--- config.mk ---
export PLATFORM = sky130hd
export DESIGN_NAME = bnvra_host
export DESIGN_NICKNAME = d
export VERILOG_FILES = /design/src/bnvra_timer.v /design/src/bnvra_host.v
export VERILOG_INCLUDE_DIRS = /design/src /design/src/src
export SDC_FILE = /design/constraint.sdc
export NUM_CORES = 1
export LEC_CHECK = 0
export BUFFER_PORTS_ARGS = -buffer_cell sky130_fd_sc_hd__buf_2
export CORE_MARGIN = 10
export CORE_UTILIZATION = 53
export CTS_CLUSTER_DIAMETER = 100
export DETAILED_ROUTE_END_ITERATION = 8
export PLACE_DENSITY = 0.79
export REMOVE_ABC_BUFFERS = 1
export SLEW_MARGIN = 0
export SYNTH_ARGS = -nofsm -noshare
export SYNTH_HDL_FRONTEND = slang
export SYNTH_HIERARCHICAL = 1
export SYNTH_SLANG_ARGS = --single-unit
--- constraint.sdc ---
create_clock -name ref_clk -period 2.31 [get_ports ref_clk]
set_input_delay 0.231 -clock ref_clk [delete_from_list [all_inputs] [get_ports ref_clk]]
set_output_delay 0.231 -clock ref_clk [all_outputs]
set_load 0.01 [all_outputs]
--- src/bnvra_defines.vh ---
// Timing constants for the bytewide nonvolatile RAM controller.
// Assumes a 100 MHz ref_clk; counts derived from ns figures.
`ifndef BNVRA_DEFINES_VH
`define BNVRA_DEFINES_VH
`define BNVRA_CLK_PERIOD_NS 10
// Least times and the longest access time, rounded up to whole cycles
`define BNVRA_T_CA_MIN_NS   70
`define BNVRA_T_PC_MIN_NS   60
`define BNVRA_T_CE_MAX_NS   70
`define BNVRA_T_WP_MIN_NS   40
`define BNVRA_T_AH_MIN_NS   10
`define BNVRA_T_DH_MIN_NS   5
`define BNVRA_T_PU_MIN_NS   1000
`define BNVRA_CYC(ns) (((ns) + `BNVRA_CLK_PERIOD_NS - 1) / `BNVRA_CLK_PERIOD_NS)
`define BNVRA_CA_CYC  `BNVRA_CYC(`BNVRA_T_CA_MIN_NS)
`define BNVRA_PC_CYC  `BNVRA_CYC(`BNVRA_T_PC_MIN_NS)
`define BNVRA_CE_CYC  `BNVRA_CYC(`BNVRA_T_CE_MAX_NS)
`define BNVRA_PU_CYC  `BNVRA_CYC(`BNVRA_T_PU_MIN_NS)
`define BNVRA_ADDR_W  15
`define BNVRA_DATA_W  8
`endif

--- src/bnvra_timer.v ---
// Down counter used for strobe phase timing.
// Assumes load and count values fit the parameter width.
`timescale 1ns/1ps
`default_nettype none
module bnvra_timer #(
    parameter W = 8
) (
    // Clock and reset
    input  wire         ref_clk,
    input  wire         rst,
    // Control
    input  wire         load,
    input  wire [W-1:0] loadValue,
    // Status
    output wire         done
);
    reg [W-1:0] count;

    // Reload wins over counting
    always @(posedge ref_clk) begin
        if (rst) begin
            count <= {W{1'b0}};
        end else if (load) begin
            count <= loadValue;
        end else if (count != {W{1'b0}}) begin
            count <= count - {{(W-1){1'b0}}, 1'b1};
        end
    end

    assign done = (count == {W{1'b0}});
endmodule
`default_nettype wire

--- src/bnvra_host.v ---
// Controller driving the bytewide nonvolatile RAM pins.
// Assumes a user request port synchronous to ref_clk; pins registered.
// How it works
// RULE1: Device latches address on select fall.
// RULE2: Device keeps latched address during cycle.
// RULE3: Select is toggled, never held low.
// RULE4: Each access gets its own select fall.
// RULE5: Select high phase is the precharge.
// RULE6: Device never blocks accesses by supply.
// RULE7: No accesses while supply out of tolerance.
// RULE8: Select held high below minimum supply; a supply drop during S_ACCESS or S_HOLD leaves select low until S_HOLD ends.
// RULE9: Write low at select fall: write cycle.
// RULE10: Late write fall: read then write.
// RULE11: Output enable gates data drivers only.
// RULE12: Select high for precharge before fall.
// RULE13: Device finishes cycle; waits for precharge.
`timescale 1ns/1ps
`default_nettype none
`include "bnvra_defines.vh"
module bnvra_host #(
    parameter ADDR_W = `BNVRA_ADDR_W,
    parameter DATA_W = `BNVRA_DATA_W,
    parameter PU_CYC = `BNVRA_PU_CYC
) (
    // Clock and reset
    input  wire              ref_clk,
    input  wire              rst,
    // Supply monitor
    input  wire              supplyGood,
    // User request
    input  wire              reqValid,
    input  wire              reqWrite,
    input  wire [ADDR_W-1:0] reqAddr,
    input  wire [DATA_W-1:0] reqWData,
    output reg               reqReady,
    output reg               rspValid,
    output reg  [DATA_W-1:0] rspRData,
    // Memory pins
    output reg               chipSelN,
    output reg               writeEnN,
    output reg               outEnN,
    output reg  [ADDR_W-1:0] word_address_bus,
    input  wire [DATA_W-1:0] byte_data_bus_in,
    output reg  [DATA_W-1:0] byte_data_bus_out,
    output reg               byte_data_bus_oe_n
);
    localparam TW = 8;
    // Integer counts cut to timer width on purpose
    localparam integer  CA_CYC_I = `BNVRA_CA_CYC;
    localparam integer  PC_CYC_I = `BNVRA_PC_CYC;
    localparam integer  CE_CYC_I = `BNVRA_CE_CYC;
    localparam [TW-1:0] CA_CYC   = CA_CYC_I[TW-1:0];
    localparam [TW-1:0] PC_CYC   = PC_CYC_I[TW-1:0];
    localparam [TW-1:0] CE_CYC   = CE_CYC_I[TW-1:0];
    // Select stays low for the longer of active and access time
    localparam [TW-1:0] ACC_CYC  = (CE_CYC > CA_CYC) ? CE_CYC : CA_CYC;
    localparam [TW-1:0] HOLD_CYC = 8'h01;

    localparam [2:0] S_POWER  = 3'h0;
    localparam [2:0] S_IDLE   = 3'h1;
    localparam [2:0] S_ACCESS = 3'h2;
    localparam [2:0] S_HOLD   = 3'h3;
    localparam [2:0] S_PRECH  = 3'h4;

    reg  [2:0]    state;
    reg  [2:0]    next_state;
    reg           isWrite;
    reg           timerLoad;
    reg  [TW-1:0] timerValue;
    reg  [31:0]   puCount;
    wire          timerDone;
    wire          powerSettled;
    wire          reqTake;

    bnvra_timer #(.W(TW)) phaseTimer (
        .ref_clk   (ref_clk),
        .rst       (rst),
        .load      (timerLoad),
        .loadValue (timerValue),
        .done      (timerDone)
    );

    // Supply must have stood good for the whole power-up wait
    assign powerSettled = supplyGood && (puCount >= PU_CYC);
    // A request is only taken in idle with good supply
    assign reqTake = (state == S_IDLE) && supplyGood && reqValid; // RULE7

    // Power-up wait restarts whenever the supply drops
    always @(posedge ref_clk) begin
        if (rst || !supplyGood) begin
            puCount <= 32'h00000000;
        end else if (puCount < PU_CYC) begin
            puCount <= puCount + 32'h00000001;
        end
    end

    // Next state and timer loads
    always @* begin
        next_state = state;
        timerLoad  = 1'b0;
        timerValue = {TW{1'b0}};
        case (state)
            S_POWER: begin
                if (powerSettled) begin
                    next_state = S_IDLE;
                end
            end
            S_IDLE: begin
                // No access starts while supply is out of tolerance
                if (!supplyGood) begin
                    next_state = S_POWER; // RULE7
                end else if (reqTake) begin
                    next_state = S_ACCESS; // RULE4
                    timerLoad  = 1'b1;
                    timerValue = ACC_CYC;
                end
            end
            S_ACCESS: begin
                if (timerDone) begin
                    next_state = S_HOLD;
                    timerLoad  = 1'b1;
                    timerValue = HOLD_CYC;
                end
            end
            S_HOLD: begin
                if (timerDone) begin
                    next_state = S_PRECH; // RULE3
                    timerLoad  = 1'b1;
                    timerValue = PC_CYC;
                end
            end
            S_PRECH: begin
                if (timerDone) begin
                    next_state = supplyGood ? S_IDLE : S_POWER; // RULE12
                end
            end
            default: begin
                next_state = S_POWER;
            end
        endcase
    end

    // Registered pin and user outputs
    always @(posedge ref_clk) begin
        if (rst) begin
            state              <= S_POWER;
            isWrite            <= 1'b0;
            chipSelN           <= 1'b1;
            writeEnN           <= 1'b1;
            outEnN             <= 1'b1;
            word_address_bus   <= {ADDR_W{1'b0}};
            byte_data_bus_out  <= {DATA_W{1'b0}};
            byte_data_bus_oe_n <= 1'b1;
            reqReady           <= 1'b0;
            rspValid           <= 1'b0;
            rspRData           <= {DATA_W{1'b0}};
        end else begin
            state    <= next_state;
            rspValid <= 1'b0;
            reqReady <= (next_state == S_IDLE) && supplyGood;
            case (state)
                S_IDLE: begin
                    if (next_state == S_ACCESS) begin
                        isWrite          <= reqWrite;
                        // Address settles with select fall; device latches it
                        word_address_bus <= reqAddr; // RULE1
                        chipSelN         <= 1'b0; // RULE4
                        // Write strobe low at select fall gives a select-led write
                        writeEnN         <= ~reqWrite; // RULE9
                        outEnN           <= reqWrite; // RULE11
                        byte_data_bus_out  <= reqWData;
                        byte_data_bus_oe_n <= ~reqWrite;
                    end else begin
                        // Strobes parked high between accesses
                        chipSelN           <= 1'b1; // RULE8
                        writeEnN           <= 1'b1;
                        outEnN             <= 1'b1;
                        byte_data_bus_oe_n <= 1'b1;
                    end
                end
                S_ACCESS: begin
                    if (timerDone) begin
                        // Write ends by strobe rise before select rise
                        writeEnN <= 1'b1; // RULE10
                        if (!isWrite) begin
                            rspRData <= byte_data_bus_in;
                            rspValid <= 1'b1;
                        end
                    end
                end
                S_HOLD: begin
                    if (timerDone) begin
                        chipSelN <= 1'b1; // RULE5
                        outEnN   <= 1'b1;
                        byte_data_bus_oe_n <= 1'b1;
                        if (isWrite) begin
                            rspValid <= 1'b1;
                        end
                    end
                end
                S_PRECH: begin
                    // Nothing but select high counts as precharge
                    chipSelN           <= 1'b1; // RULE12
                    writeEnN           <= 1'b1;
                    outEnN             <= 1'b1;
                    byte_data_bus_oe_n <= 1'b1;
                end
                // Power wait parks every strobe and the data driver, select included; the address bus keeps its value
                S_POWER: begin
                    chipSelN           <= 1'b1; // RULE8
                    writeEnN           <= 1'b1;
                    outEnN             <= 1'b1;
                    byte_data_bus_oe_n <= 1'b1;
                end
                default: begin
                    chipSelN <= 1'b1; // RULE8
                    writeEnN <= 1'b1;
                    outEnN   <= 1'b1;
                    byte_data_bus_oe_n <= 1'b1;
                end
            endcase
        end
    end
endmodule
`default_nettype wire

==> results.py <==
metrics = {
    "grt": {
        "grt_overflow": 0,
        "antenna_found_initial": 0,
        "grt_pass1_wl_mm": 11.3,
        "track_usage_pct": 15.3,
        "grt_max_degree": 29,
        "grt_pass1_vias": 2341,
    },
    "floorplanning": {
        "core_um2": 5570,
        "die_w_um": 96.1,
        "initial_core_util_pct": 55.1,
        "dieArea_um2": 9240,
        "rows": 27,
        "io_pins": 73,
        "die_h_um": 96.1,
    },
    "synth": {
        "yosys_warnings": 6,
        "ys_async_sr_fraction_pct": 0,
        "syn_avg_cell_area_um2": 9.00,
        "netlist_area_um2": 3070,
        "ys.flop_type": "dfxtp_1",
        "ys_types": 43,
        "ys_seq_area_share_pct": 52.8,
        "postSynthCellCount": 341,
        "ys_seq_elements": 81,
        "synth_edf_count": 0,
    },
    "setup_path": {
        "crit_arrival_ps": 2370,
        "critical_path.top_delay_family": "simple AND/OR/NAND/NOR gates",
        "critPathMaxStageDelay_ps": 390,
        "crit_top_cell": "nand2_1",
        "critical-path-slowest-cell": "or2_2",
        "cp.required_ps": 2560,
        "cp-start-kind": "register",
        "end_kind": "register",
        "critical_path.max_fanout": 8,
        "path_cells": "inv_1, ha_1, and4bb_1, nand2_1, nand2_1, or2_2, o32ai_1",
        "path_buf_inv": 1,
        "critPathKind": "reg2reg",
    },
    "clock_network": {
        "clkSinkCount": 81,
        "root_buffer": "clkbuf_8",
        "path_clk_slew_ps": 80,
        "clk_latency_ps": 350,
        "clock_path_buffers": 2,
        "post_cts_buffers": 0,
        "htreeDepth": 3,
        "numCtsBuffers": 9,
        "cts-resized-gates": 0,
        "hold_buffers": 0,
        "cts_tree": "done",
    },
    "detailed_routing": {
        "drtIter0Drc": 138,
        "wire_per_inst_um": 14.1,
        "ant_nets": 0,
        "finalWirelength_mm": 7.00,
        "routed_via_density": 5.06,
        "drt-pass1-iter-count": 4,
        "num_vias": 2515,
        "drc": 0,
    },
    "timing": {
        "drv_slew": 0,
        "grt_setup_unrepaired": "no",
        "finalClockSkew_ps": 8.64,
        "setup_viol": 0,
        "max_freq_ghz": 0.471,
        "finalCriticalPeriod_ps": 2120,
        "holdWs_ps": 113,
        "period_share_pct": 91.9,
        "fin_setup_tns_ps": 0,
        "hold_viol": 0,
    },
    "final_layout": {
        "diodes": 0,
        "final_cells": 497,
        "n_fill_cell": 474,
        "fin_nets": 459,
        "multi_input_area_um2": 1360,
        "syn_to_final_growth_pct": 23.1,
        "drive_above_1_share_pct": 24.2,
        "ff_latch_area_um2": 1620,
    },
    "placed_design": {
        "dp.cells": 481,
        "hpwl_mm": 4.99,
        "io_buffers": 72,
        "gp_congestion": 0.821,
    },
    "pwr": {
        "power_switching_w": 0.000815,
        "vdd_drop_max_uv": 467,
        "p_clk_share_pct": 37.8,
        "leakagePower_nw": 1.60,
        "pwr-share-comb_pct": 15.5,
        "seqPwrFrac_pct": 46.7,
        "powerDensity_nw_per_um2": 863,
        "netSwitchingFraction_pct": 25.0,
        "internal_power_w": 0.00244,
    },
    "hold_path": {
        "hold_path_class": "in2reg",
    },
    "outcome": {
        "status": "finished, final reports clean",
    },
    "job": {
        "max-cap-violations": 0,
    },
}
==> path summary, 6_finish.rpt <==
| path | start | end | slack (ps) | depth (start not counted) |
|---|---|---|---|---|
| hold reg to reg | word_address_bus[3]$_SDFFE_PP0P_ | word_address_bus[3]$_SDFFE_PP0P_ | 450 | 2 |
| hold / removal | reqAddr[12] | word_address_bus[12]$_SDFFE_PP0P_ | 110 | 3 |
| setup reg to reg | phaseTimer/count[0]$_SDFFE_PP0P_ | phaseTimer/count[3]$_SDFFE_PP0P_ | 190 | 7 |
| setup / recovery | phaseTimer/count[0]$_SDFFE_PP0P_ | phaseTimer/count[3]$_SDFFE_PP0P_ | 190 | 7 |
==> final cells by class <==
class / count / share of cell area [%]
flip-flops and latches: 81 / 42.9
multi-input cells: 239 / 36.0
clock inverters: 5 / 2.72
clock buffers: 11 / 3.74
well taps: 72 / 2.38
inverters: 7 / 0.695
repair buffers: 82 / 11.5
==> synth_stat cells, types with 2 or more instances <==
cell type  number  area share (%)
xnor2_1         3            0.86
nor2_1         15             1.8
o31ai_1         5             1.2
dfxtp_1        81              53
mux2i_1         9             2.9
o211ai_1        2            0.49
nor3b_1         2            0.49
ha_1            3             1.2
and2_1         24             4.9
clkbuf_1       15             1.8
o21ai_0         6            0.98
o32ai_1         4             1.1
nand3_1        12             2.0
a21oi_1        33             5.4
inv_1           7            0.86
or4_1           6             1.5
nand2_1        67             8.2
o21a_1          2            0.49
and3_1          3            0.61
nand4_1         2            0.41
nor3_1          8             1.3
nor4_1          4            0.81
nor2b_1         4            0.81
xor2_1          3            0.86
nand2b_1        3            0.61
==> layout by cell type (no fill, tap or decap), types with 2 or more instances in the layout <==
cell type	count
a21oi_1	33
and2_1	24
and3_1	3
buf_2	72
buf_4	10
bufinv_16	3
clkbuf_8	10
conb_1	5
dfxtp_1	81
ha_1	3
inv_1	7
mux2i_1	9
nand2_1	67
nand2b_1	3
nand3_1	12
nand4_1	2
nor2_1	15
nor2b_1	4
nor3_1	8
nor3b_1	2
nor4_1	4
o211ai_1	2
o21a_1	2
o21ai_0	6
o31ai_1	5
o32ai_1	4
or4_1	6
xnor2_1	3
xor2_1	3
==> state kept, by name, summed over array words and instances (netlist names), 3 cells and up <==
name               count
byte_data_bus_out      8
phaseTimer/count       8
puCount               32
rspRData               8
state                  3
word_address_bus      15
==> logic make-up after synthesis <==
group	share of synthesized area, %
AOI/OAI and AO/OA	11.2
xor gates and xnor gates	1.71
adders and majority gates	1.22
buffers and inverters	3.34
DFF	52.8
muxes	2.93
other	0.122
and+or+nand+nor	26.7
==> layer usage <==
metal	track usage (%)	wire [um]	vias up
li1	-	-	1311
met1	19.2	3100	1138
met2	23.1	3370	55
met3	5.14	388	11
met4	7.37	131	0
met5	0	0	-
==> power groups by stage <==
stage          Sequential [W]  Combinational [W]  Clock (W)
2_1_floorplan         0.00154           0.000354          0
3_3_place_gp          0.00155           0.000471          0
3_5_place_dp          0.00155           0.000495          0
4_1_cts               0.00152           0.000501    0.00127
5_1_grt               0.00153           0.000564    0.00132
6_report              0.00152           0.000506    0.00123
==> per-stage QoR <==
stage	util [%]	area (um^2)	setup slack (ps)	power, W
floorplan	-	3010	201	0.00189
global placement	63.4	3530	388	0.00202
detailed placement	63.4	3530	222	0.00205
CTS	67.8	3780	197	0.00329
global route	67.8	3780	82.5	0.00341
finish	67.8	3780	187	0.00326
==> tightest hold or removal path, stage by stage <==
cell	delay (ps)
buf_2	90
nand2_1	40
a21oi_1	50
No activity file was read; power rests on OpenSTA's default activity.
